$ cat src/logic/rfdpc_defines.vh
// Constants for the main synthesizer loop configuration block.
// Included by the design files by bare name; definitions only.
`ifndef RFDPC_DEFINES_VH
`define RFDPC_DEFINES_VH

// ==========================================================
// Programming word framing
`define RFDPC_WORD_W         24
`define RFDPC_CODE_W         4
`define RFDPC_CODE_FREQ_MASK 4'h1
`define RFDPC_CODE_FREQ      4'h0
`define RFDPC_CODE_MAIN      4'h3
`define RFDPC_CODE_AUX       4'h5
`define RFDPC_CODE_WAKE      4'hF

// ==========================================================
// Frequency word fields
`define RFDPC_NWORD_HI       23
`define RFDPC_NWORD_LO       13
`define RFDPC_NUMER_HI       12
`define RFDPC_NUMER_LO       1

// ==========================================================
// Main reference, prescaler and denominator word fields
`define RFDPC_MSLEEP_BIT     23
`define RFDPC_PSEL_BIT       22
`define RFDPC_REF_HI         21
`define RFDPC_REF_LO         16
`define RFDPC_DENOM_HI       15
`define RFDPC_DENOM_LO       4

// ==========================================================
// Auxiliary word and wake word fields
`define RFDPC_ASLEEP_BIT     23
`define RFDPC_AUXN_HI        22
`define RFDPC_AUXN_LO        4
`define RFDPC_WAKE_BIT       23

// ==========================================================
// Feedback word split and prescaler moduli
`define RFDPC_COARSE_HI      10
`define RFDPC_COARSE_LO      5
`define RFDPC_QUAD_HI        4
`define RFDPC_QUAD_LO        2
`define RFDPC_UNIT_HI        1
`define RFDPC_UNIT_LO        0
`define RFDPC_QUAD_STEP      11'h004
`define RFDPC_BASE_LOW       11'h010
`define RFDPC_BASE_HIGH      11'h020

// ==========================================================
// Reset values
`define RFDPC_RST_SLEEP      1'b1
`define RFDPC_RST_REF        6'h01
`define RFDPC_RST_ZERO       1'b0

`endif

$ cat src/logic/rfdpc_top.v
// Serial-programmed configuration of the main synthesizer loop.
// Assumes serial pins and chip enable are asynchronous to clk; refTick is on clk.
`timescale 1ns/10ps
`default_nettype none
`include "rfdpc_defines.vh"

module rfdpc_top #(
  parameter WORD_W = `RFDPC_WORD_W
) (
  input  wire        clk,
  input  wire        rst_n,
  input  wire        serClk,
  input  wire        serData,
  input  wire        serLatch,
  input  wire        chipEnable,
  input  wire        refTick,
  output reg  [5:0]  mainCoarseCount,
  output reg  [2:0]  mainQuadCount,
  output reg  [1:0]  mainUnitCount,
  output reg         mainModSpare,
  output reg  [10:0] mainDivision,
  output reg         mainPrescalerSel,
  output reg  [11:0] mainFracNumer,
  output reg  [11:0] mainFracDenom,
  output reg  [5:0]  mainRefDiv,
  output reg         mainRefPulse,
  output reg         mainPowerUp,
  output reg         mainPumpDriveEn,
  output reg  [18:0] auxFeedbackWord,
  output reg         auxPowerUp,
  output reg         freqUpdate
);

  // ==========================================================
  // Pin synchronisers
  reg [2:0]        clkSync;
  reg [1:0]        dataSync;
  reg [2:0]        latchSync;
  reg [1:0]        ceSync;
  reg [WORD_W-1:0] shiftWord;

  always @(posedge clk or negedge rst_n) begin
    if (!rst_n) begin
      clkSync   <= 3'h0;
      dataSync  <= 2'h0;
      latchSync <= 3'h0;
      ceSync    <= 2'h0;
    end else begin
      clkSync   <= {clkSync[1:0], serClk};
      dataSync  <= {dataSync[0], serData};
      latchSync <= {latchSync[1:0], serLatch};
      ceSync    <= {ceSync[0], chipEnable};
    end
  end

  wire serRise   = clkSync[1] & ~clkSync[2];
  wire latchRise = latchSync[1] & ~latchSync[2];
  wire ceLevel   = ceSync[1];

  // Bits shift in most significant first; nothing takes effect until the latch edge.
  always @(posedge clk or negedge rst_n) begin
    if (!rst_n) begin
      shiftWord <= {WORD_W{1'b0}};
    end else if (serRise) begin
      shiftWord <= {shiftWord[WORD_W-2:0], dataSync[1]};
    end
  end

  // ==========================================================
  // Word decode
  function isCode;
    input [3:0] code;
    input [3:0] want;
    begin
      isCode = (code == want);
    end
  endfunction

  wire [3:0] code      = shiftWord[3:0];
  wire       freqWrite = latchRise & ((code & `RFDPC_CODE_FREQ_MASK) == `RFDPC_CODE_FREQ);
  wire       mainWrite = latchRise & isCode(code, `RFDPC_CODE_MAIN);
  wire       auxWrite  = latchRise & isCode(code, `RFDPC_CODE_AUX);
  wire       wakeWrite = latchRise & isCode(code, `RFDPC_CODE_WAKE);

  // ==========================================================
  // Configuration registers
  reg [10:0] nWord;
  reg        mainSleep;
  reg        auxSleep;
  reg        autoWake;
  reg        wakeHeld;

  always @(posedge clk or negedge rst_n) begin
    if (!rst_n) begin
      nWord            <= 11'h000;
      mainFracNumer    <= 12'h000;
      mainFracDenom    <= 12'h000;
      mainRefDiv       <= `RFDPC_RST_REF;
      mainPrescalerSel <= `RFDPC_RST_ZERO;
      mainSleep        <= `RFDPC_RST_SLEEP;
      auxFeedbackWord  <= 19'h00000;
      auxSleep         <= `RFDPC_RST_SLEEP;
      autoWake         <= `RFDPC_RST_ZERO;
      wakeHeld         <= `RFDPC_RST_ZERO;
      freqUpdate       <= 1'b0;
    end else begin
      freqUpdate <= freqWrite;
      if (freqWrite) begin
        nWord         <= shiftWord[`RFDPC_NWORD_HI:`RFDPC_NWORD_LO];
        mainFracNumer <= shiftWord[`RFDPC_NUMER_HI:`RFDPC_NUMER_LO];
      end
      if (mainWrite) begin
        mainSleep        <= shiftWord[`RFDPC_MSLEEP_BIT];
        mainPrescalerSel <= shiftWord[`RFDPC_PSEL_BIT];
        mainRefDiv       <= shiftWord[`RFDPC_REF_HI:`RFDPC_REF_LO];
        mainFracDenom    <= shiftWord[`RFDPC_DENOM_HI:`RFDPC_DENOM_LO];
      end
      if (auxWrite) begin
        auxFeedbackWord <= shiftWord[`RFDPC_AUXN_HI:`RFDPC_AUXN_LO];
      end
      // A wake-up frequency write wins over a same-edge sleep write.
      if (freqWrite && autoWake) begin
        auxSleep <= 1'b0;
      end else if (auxWrite) begin
        auxSleep <= shiftWord[`RFDPC_ASLEEP_BIT];
      end
      if (wakeWrite) begin
        autoWake <= shiftWord[`RFDPC_WAKE_BIT];
      end
      // The wake request stands until software issues a fresh main word or a wake word with the wake bit clear.
      if (freqWrite && autoWake) begin
        wakeHeld <= 1'b1;
      end else if (mainWrite || (wakeWrite && !shiftWord[`RFDPC_WAKE_BIT])) begin
        wakeHeld <= 1'b0;
      end
    end
  end

  // ==========================================================
  // Feedback split and power precedence
  wire [5:0]  splitCoarse;
  wire [2:0]  splitQuad;
  wire [1:0]  splitUnit;
  wire        splitSpare;
  wire [10:0] splitDivision;

  rfdpc_n_split u_split (
    .nWord        (nWord),
    .prescalerSel (mainPrescalerSel),
    .coarseCount  (splitCoarse),
    .quadCount    (splitQuad),
    .unitCount    (splitUnit),
    .modSpare     (splitSpare),
    .division     (splitDivision)
  );

  wire next_mainPowerUp = ceLevel & (wakeHeld | ~mainSleep);

  always @(posedge clk or negedge rst_n) begin
    if (!rst_n) begin
      mainCoarseCount <= 6'h00;
      mainQuadCount   <= 3'h0;
      mainUnitCount   <= 2'h0;
      mainModSpare    <= 1'b0;
      mainDivision    <= 11'h000;
      mainPowerUp     <= 1'b0;
      mainPumpDriveEn <= 1'b0;
      auxPowerUp      <= 1'b0;
    end else begin
      mainCoarseCount <= splitCoarse;
      mainQuadCount   <= splitQuad;
      mainUnitCount   <= splitUnit;
      mainModSpare    <= splitSpare;
      mainDivision    <= splitDivision;
      mainPowerUp     <= next_mainPowerUp;
      mainPumpDriveEn <= next_mainPowerUp;
      auxPowerUp      <= ceLevel & ~auxSleep;
    end
  end

  // ==========================================================
  // Reference divider
  // A zero setting is treated as one so the divider never stalls.
  reg [5:0] refCount;
  wire [5:0] refLimit = (mainRefDiv == 6'h00) ? 6'h01 : mainRefDiv;

  always @(posedge clk or negedge rst_n) begin
    if (!rst_n) begin
      refCount     <= 6'h00;
      mainRefPulse <= 1'b0;
    end else begin
      mainRefPulse <= 1'b0;
      if (refTick && mainPowerUp) begin
        if (refCount >= refLimit - 6'h01) begin
          refCount     <= 6'h00;
          mainRefPulse <= 1'b1;
        end else begin
          refCount <= refCount + 6'h01;
        end
      end else if (!mainPowerUp) begin
        refCount <= 6'h00;
      end
    end
  end

endmodule // rfdpc_top
`default_nettype wire

$ cat src/logic/rfdpc_n_split.v
// Splits the main feedback word into counter fields and forms the division.
// Purely combinational; the caller registers the results.
`timescale 1ns/10ps
`default_nettype none
`include "rfdpc_defines.vh"

module rfdpc_n_split (
  input  wire [10:0] nWord,
  input  wire        prescalerSel,
  output reg  [5:0]  coarseCount,
  output reg  [2:0]  quadCount,
  output reg  [1:0]  unitCount,
  output reg         modSpare,
  output reg  [10:0] division
);

  reg [10:0] base;
  reg [10:0] quadTerm;

  always @* begin
    coarseCount = nWord[`RFDPC_COARSE_HI:`RFDPC_COARSE_LO];
    unitCount   = nWord[`RFDPC_UNIT_HI:`RFDPC_UNIT_LO];
    // The low family uses only two quad bits; the top one goes to the modulator.
    if (prescalerSel) begin
      base      = `RFDPC_BASE_HIGH;
      quadCount = nWord[`RFDPC_QUAD_HI:`RFDPC_QUAD_LO];
      modSpare  = 1'b0;
    end else begin
      base      = `RFDPC_BASE_LOW;
      quadCount = {1'b0, nWord[`RFDPC_QUAD_HI-1:`RFDPC_QUAD_LO]};
      modSpare  = nWord[`RFDPC_QUAD_HI];
    end
    quadTerm = `RFDPC_QUAD_STEP * {8'h00, quadCount};
    // Result stays within eleven bits for every field value.
    division = (base == `RFDPC_BASE_HIGH ? {coarseCount, 5'h00} : {1'b0, coarseCount, 4'h0})
             + quadTerm + {9'h000, unitCount};
  end

endmodule // rfdpc_n_split
`default_nettype wire

$ cat config.mk
export PLATFORM = sky130hd
export DESIGN_NAME = rfdpc_top
export DESIGN_NICKNAME = d
export VERILOG_FILES = /design/src/logic/rfdpc_top.v /design/src/logic/rfdpc_n_split.v
export VERILOG_INCLUDE_DIRS = /design/src /design/src/logic
export SDC_FILE = /design/constraint.sdc
export NUM_CORES = 1
export LEC_CHECK = 0
export BUFFER_PORTS_ARGS = -buffer_cell sky130_fd_sc_hd__buf_2
export CAP_MARGIN = 40
export CORE_UTILIZATION = 45
export CTS_BUF_LIST = sky130_fd_sc_hd__clkbuf_4 sky130_fd_sc_hd__clkbuf_8 sky130_fd_sc_hd__clkbuf_16
export CTS_CLUSTER_DIAMETER = 150
export DETAILED_ROUTE_END_ITERATION = 16
export PLACE_DENSITY = 0.69
export SKIP_LAST_GASP = 1
export SLEW_MARGIN = 10
export SYNTH_ARGS = -nofsm -noshare
export SYNTH_HDL_FRONTEND = slang
export SYNTH_SLANG_ARGS = --single-unit
$ cat constraint.sdc
create_clock -name clk -period 2.2 [get_ports clk]
set_input_delay 0.22 -clock clk [delete_from_list [all_inputs] [get_ports clk]]
set_output_delay 0.22 -clock clk [all_outputs]
set_load 0.02 [all_outputs]
==> metrics.csv, run 1 <==
metric,value,unit
status,"finished, violations left",
violations,negative setup slack,
fmax,426,MHz
pwr-share-comb,17.0,%
slew_violations,0,
slew_headroom,57.2,%
path_clk_slew,0.06,ns
ys.flop_type,dfrtp_1,
pin_count,85,
setup.worst_path.end_class,flip-flop,
p_switching,1.92,mW
cts.sinks,128,
hold_path.class,primary input to async pin,
ant_nets,0,
grt_max_degree,70,
synthCells,308,
die_area,11600,µm²
grt_pass1_vias,2980,
viasPerCell,4.97,
seqCellArea,3210,µm²
synth_cell_types,39,
dp_slack,-0.224,ns
finalSetupViolCount,6,
crit_required,2.65,ns
synthArstFlopShare,100,%
cts_buffer_depth,2,
period_share,107,%
coreArea,10800,µm²
hpwl,5.83,mm
htree_num_levels,4,
drtIter0Drc,112,
critPathArrivalTime,2.80,ns
ys_top_cells_by_area,"dfrtp_1, mux2_2, mux2_4",
synth-edff-count,0,
layout_setup_ws,-0.148,ns
yosysWarnings,0,
crit_type,flip-flop to flip-flop,
post-synth-top-area-fraction,62.4,%
overflow,0,
fin_crit,2.35,ns
peakVddDrop,717,µV
antenna_found_initial,0,
synth-seq-area-share,63.9,%
swShare,27.1,%
drv_cap,0,
grt_usage,18.1,%
startpoint,mainRefDiv[2],
vias,2859,
nNetsFinal,437,
r2r_start,mainRefDiv[2],
cts_tree,yes,
wl_per_cell,16.9,µm
drc,0,
seq_power_share,43.3,%
rsz0062_at_grt,true,
clock_skew,0.0165,ns
diodes,0,
clk_latency,0.52,ns
p_leak,3.43,nW
nFillCells,832,
multi_input_area,1780,µm²
row_count,38,
grt_pass1_wl,15.6,mm
initial_utilization,46.3,%
die_x,108,µm
root_buffer,clkbuf_8,
cp_max_fo,6,
first_pass_iters,5,
clkPwrFrac,39.8,%
tightest_slew,0.642,ns
p_per_area,1100,nW/µm²
final_layout_size_suffix_gt1_share,59.1,%
avgSynthCellArea,16.3,µm²
synth_nets,323,
die_height,108,µm
synthToLayoutAreaGrowth,28.5,%
worstSetupStartpointType,flip-flop,
utilization,59.4,%
place_congestion,0.822,
synth_seq_cells,128,
synth.cell_area,5010,µm²
drt_wl_total,9.71,mm
cts_buffers,17,
hold_viol,0,
yosysTopAreaCell,dfrtp_1,
intPower,5.16,mW
port_buffers,84,
[layer usage]
metal  GRT usage [%]  share of wire (%)  vias up
met5               0                  0        -
met4            9.98                1.3        0
met3            4.90                4.8       10
met2            28.1                 49       72
met1            22.9                 45     1477
li1                -                  -     1300
[power by group through the flow]
| stage | Sequential [mW] | Combinational [mW] | Clock, mW |
|---|---|---|---|
| after CTS | 3.07 | 1.22 | 2.86 |
| after floorplan | 3.32 | 0.532 | 0 |
| after detailed placement | 3.09 | 1.20 | 0 |
| after global routing | 3.12 | 1.28 | 2.97 |
| after global placement | 3.07 | 1.17 | 0 |
| final | 3.07 | 1.20 | 2.82 |
[final timing paths]
| kind | cells past startpoint | slack [ns] | endpoint |
|---|---|---|---|
| setup / recovery | 12 | -0.15 | refCount[2] |
| hold / removal | 2 | 0.26 | refCount[3] |
| setup reg to reg | 12 | -0.15 | refCount[2] |
| hold reg to reg | 0 | 0.35 | ceSync[1] |
| max in group asynchronous | 3 | 1.21 | mainFracDenom[10] |
| min in group clk | 2 | 0.34 | clkSync[0] |
[final cells by class]
class	count	share of cell area, %
Clock buffer	22	7.30
Clock inverter	10	2.08
Inverter	3	0.175
Multi-Input combinational cell	162	27.6
Sequential cell	128	49.9
Tap cell	140	2.72
Timing Repair Buffer	110	10.3
[repair_timing]
item	4_1_cts	5_1_grt
endpoints found under the hold margin	68	0
gates resized for setup	15	7
endpoints found under the setup margin	6	7
hold buffers	6	0
pin swaps	11	5
setup buffers	3	2
[flip-flops by register name, indices dropped and copies added (netlist names), 6 cells and up]
name / flops
auxFeedbackWord: 19
mainCoarseCount: 6
mainDivision: 11
mainFracDenom: 12
mainFracNumer: 12
mainRefDiv: 6
nWord: 11
refCount: 6
shiftWord: 24
[kinds of logic after synthesis]
group	after synthesis	synth area share (%)
flops	128	63.9
compound gates	19	2.42
mux	94	23.9
fa+ha+maj	8	2.00
simple gates	36	4.29
buf+inv	18	2.54
xor+xnor	5	0.873
[worst max-delay path, cell delays in order (launching register included)]
cell and delay [ns]:
dfrtp_2 0.42, nor2_4 0.12, nand2_2 0.08, nor2_4 0.14
nor2_4 0.06, ha_4 0.18, xnor2_1 0.12, ha_1 0.18
a21o_1 0.20, a311oi_2 0.37, o21ai_4 0.14, o21bai_1 0.15
a21o_1 0.13
[placed cells by master (no fill, tap or decap), types with 3 or more instances in the layout]
cell | netlist | routed
mux2_2 | 54 | 54
nand2_1 | 9 | 7
o21ai_0 | 5 | 4
ha_1 | 8 | 7
xnor2_1 | 3 | 3
dlygate4sd3_1 | 0 | 6
a21o_1 | 4 | 4
bufinv_16 | 0 | 3
clkbuf_8 | 0 | 4
mux2_4 | 38 | 38
dfstp_2 | 3 | 3
nor2_1 | 7 | 3
clkinv_2 | 0 | 4
dfrtp_1 | 125 | 121
dfrtp_2 | 0 | 4
nor2b_1 | 5 | 3
nor2_4 | 0 | 4
buf_2 | 3 | 83
buf_4 | 7 | 18
clkbuf_16 | 0 | 16
[metrics by stage]
stage / instances / hold WS (ns) / TNS (ns) / instance area (µm²) / total power [mW]
floorplan: 308 / -0.0756 / -0.0195 / 5020 / 3.85
global placement: 532 / 0.263 / -0.0240 / 5650 / 4.25
detailed placement: 532 / 0.275 / -0.782 / 5650 / 4.29
CTS: 573 / 0.292 / -0.102 / 6400 / 7.14
global route: 575 / 0.328 / -1.27 / 6440 / 7.37
finish: 575 / 0.262 / -0.470 / 6440 / 7.09
[synthesized netlist by cell type, types with 2 or more instances]
cell,number
a21o_1,4
a21oi_1,3
and2_1,2
buf_2,3
buf_4,7
buf_6,4
dfrtp_1,125
dfstp_2,3
ha_1,8
inv_1,3
mux2_2,54
mux2_4,38
nand2_1,9
nand3_1,2
nand4_1,2
nor2_1,7
nor2b_1,5
o21ai_0,5
xnor2_1,3
xor2_1,2
Note: power is estimated with default switching activity, not from simulation.
==> run 2, diff against run 1 <==
--- a/config.mk
+++ b/config.mk
@@ -8,6 +8,7 @@
 export LEC_CHECK = 0
 export BUFFER_PORTS_ARGS = -buffer_cell sky130_fd_sc_hd__buf_2
 export CAP_MARGIN = 40
+export CORE_ASPECT_RATIO = 2
 export CORE_UTILIZATION = 45
 export CTS_BUF_LIST = sky130_fd_sc_hd__clkbuf_4 sky130_fd_sc_hd__clkbuf_8 sky130_fd_sc_hd__clkbuf_16
 export CTS_CLUSTER_DIAMETER = 150
==> metrics.csv, run 2 (same netlist as run 1, synthesis figures left out) <==
metric,value,unit
row_count,54,
die_x,76.6,µm
overflow,0,
diodes,0,
critPathMaxStageDelay,0.42,ns
place_congestion,0.795,
cts.sinks,128,
slowest_stage,dfrtp_2,
wl_per_cell,16.6,µm
final_cells,570,
layout_setup_ws,-0.118,ns
port_buffers,84,
path_clk_slew,0.06,ns
hold_path.class,primary input to flip-flop,
slew_violations,0,
crit_type,flip-flop to flip-flop,
cts_tree,yes,
htree_num_levels,4,
slew_headroom,67.3,%
utilization,59.4,%
crit_chain,nor2_4 -> nand2_2 -> nor2_4 -> nor2_4 -> ha_4 -> nand2_2 -> xor2_1 -> ha_1 -> nand4_1 -> o21ai_2 -> o21bai_1 -> a21o_1,
first_pass_iters,4,
coreArea,10900,µm²
finalSetupViolCount,5,
ant_nets,0,
grt_usage,17.8,%
rsz0062_at_grt,true,
cp_max_fo,6,
largest_registers,"shiftWord (24), auxFeedbackWord (19)",
initial_utilization,46.1,%
largest_reg_flops,24,
place_inst,528,
fin_area,6460,µm²
placed_area,5620,µm²
nNetsFinal,432,
peakVddDrop,950,µV
fin_crit,2.32,ns
setup.worst_path.end_class,flip-flop,
p_per_area,1160,nW/µm²
grt_pass1_vias,3037,
drtIter0Drc,107,
critPathArrivalTime,2.62,ns
viasPerCell,4.96,
rrSetupSlack,-0.12,ns
clock_skew,0.00780,ns
grt_pass1_wl,15.5,mm
antenna_found_initial,0,
p_leak,3.44,nW
hold_viol,0,
clk_latency,0.41,ns
hpwl,6.12,mm
die_area,11600,µm²
status,"finished, violations left",
drv_cap,0,
die_height,151,µm
drt_wl_total,9.44,mm
crit_buf_inv,0,
crit_path_frequent_cell,nor2_4,
fmax,431,MHz
final_layout_size_suffix_gt1_share,57.7,%
final_cell_mix,"dfrtp_1, buf_2, mux2_2",
largest_register,shiftWord,
grt_max_degree,53,
cts_buffer_depth,2,
nFillCells,824,
total_power,7.51,mW
dp_slack,-0.179,ns
worstSetupStartpointType,flip-flop,
synthToLayoutAreaGrowth,28.8,%
root_buffer,clkbuf_16,
violations,negative setup slack,
crit_required,2.50,ns
tightest_slew,0.490,ns
pin_count,85,
period_share,105,%
vias,2828,
final_common_cell,dfrtp_1,
path_delay_family,simple AND/OR/NAND/NOR gates,
cts_buffers,17,
drc,0,
==> run 2: cell count changes in the layout (fill, tap and decap cells not counted), moves of 2 or more <==
| cell | before | now |
|---|---|---|
| buf_4 | 18 | 14 |
| clkinv_4 | 1 | 3 |
| a21oi_2 | 2 | 0 |
| bufinv_16 | 3 | 6 |
| clkinvlp_4 | 2 | 0 |
| a21oi_1 | 1 | 3 |
| clkbuf_8 | 4 | 2 |
| clkinv_2 | 4 | 1 |
| inv_6 | 0 | 2 |
==> run 2: cell type report <==
class	instances	area, µm²	share of cell area [%]
clock buffers	20	460	7.13
clock inverters	12	229	3.54
inverters	3	11.3	0.174
multi-input cells	162	1750	27.1
flip-flops and latches	128	3210	49.7
well taps	140	175	2.71
repair buffers	105	622	9.62
==> run 2: per-layer routing <==
metal,part of all wire [%],GRT usage (%),up-vias
li1,-,-,1292
met1,40,18.9,1438
met2,54,31.9,76
met3,3.5,4.58,22
met4,2.5,10.2,0
met5,0,0,-
==> run 2: worst paths after layout <==
check                         startpoint                 end  cells after the start
max in group asynchronous          rst_n            nWord[9]                      3
setup reg to reg           mainRefDiv[3]         refCount[2]                     12
hold reg to reg                ceSync[0]           ceSync[1]                      0
hold / removal                   refTick        mainRefPulse                      3
min in group asynchronous          rst_n  auxFeedbackWord[4]                      2
setup / recovery           mainRefDiv[3]         refCount[2]                     12
==> run 2: report_power, final <==
part	internal (mW)	switching, mW
Clock	2.21	1.04
Sequential	2.75	0.325
Combinational	0.578	0.616
Total	5.54	1.98
==> run 2: worst reg2reg max path: stages, from the launching register on <==
cell      delay (ns)
dfrtp_2         0.42
nor2_4          0.13
nand2_2         0.09
nor2_4          0.14
nor2_4          0.06
ha_4            0.16
nand2_2         0.08
xor2_1          0.07
ha_1            0.34
nand4_1         0.16
o21ai_2         0.27
o21bai_1        0.12
a21o_1          0.18
==> run 2: per-stage QoR <==
stage                     hold slack, ns  TNS [ns]
after floorplan                  -0.0756   -0.0195
after global placement             0.196   -0.0183
after detailed placement           0.192    -0.510
after CTS                          0.116   -0.0544
after global routing               0.132     -1.10
final                              0.133    -0.257
==> run 2: what timing repair did <==
| action | 4_1_cts | 5_1_grt |
|---|---|---|
| resized for setup | 10 | 5 |
| hold buffers | 5 | 0 |
| setup buffers | 2 | 3 |
| pin swaps | 5 | 5 |
| setup endpoints to repair | 6 | 7 |
| hold endpoints to repair | 50 | 0 |
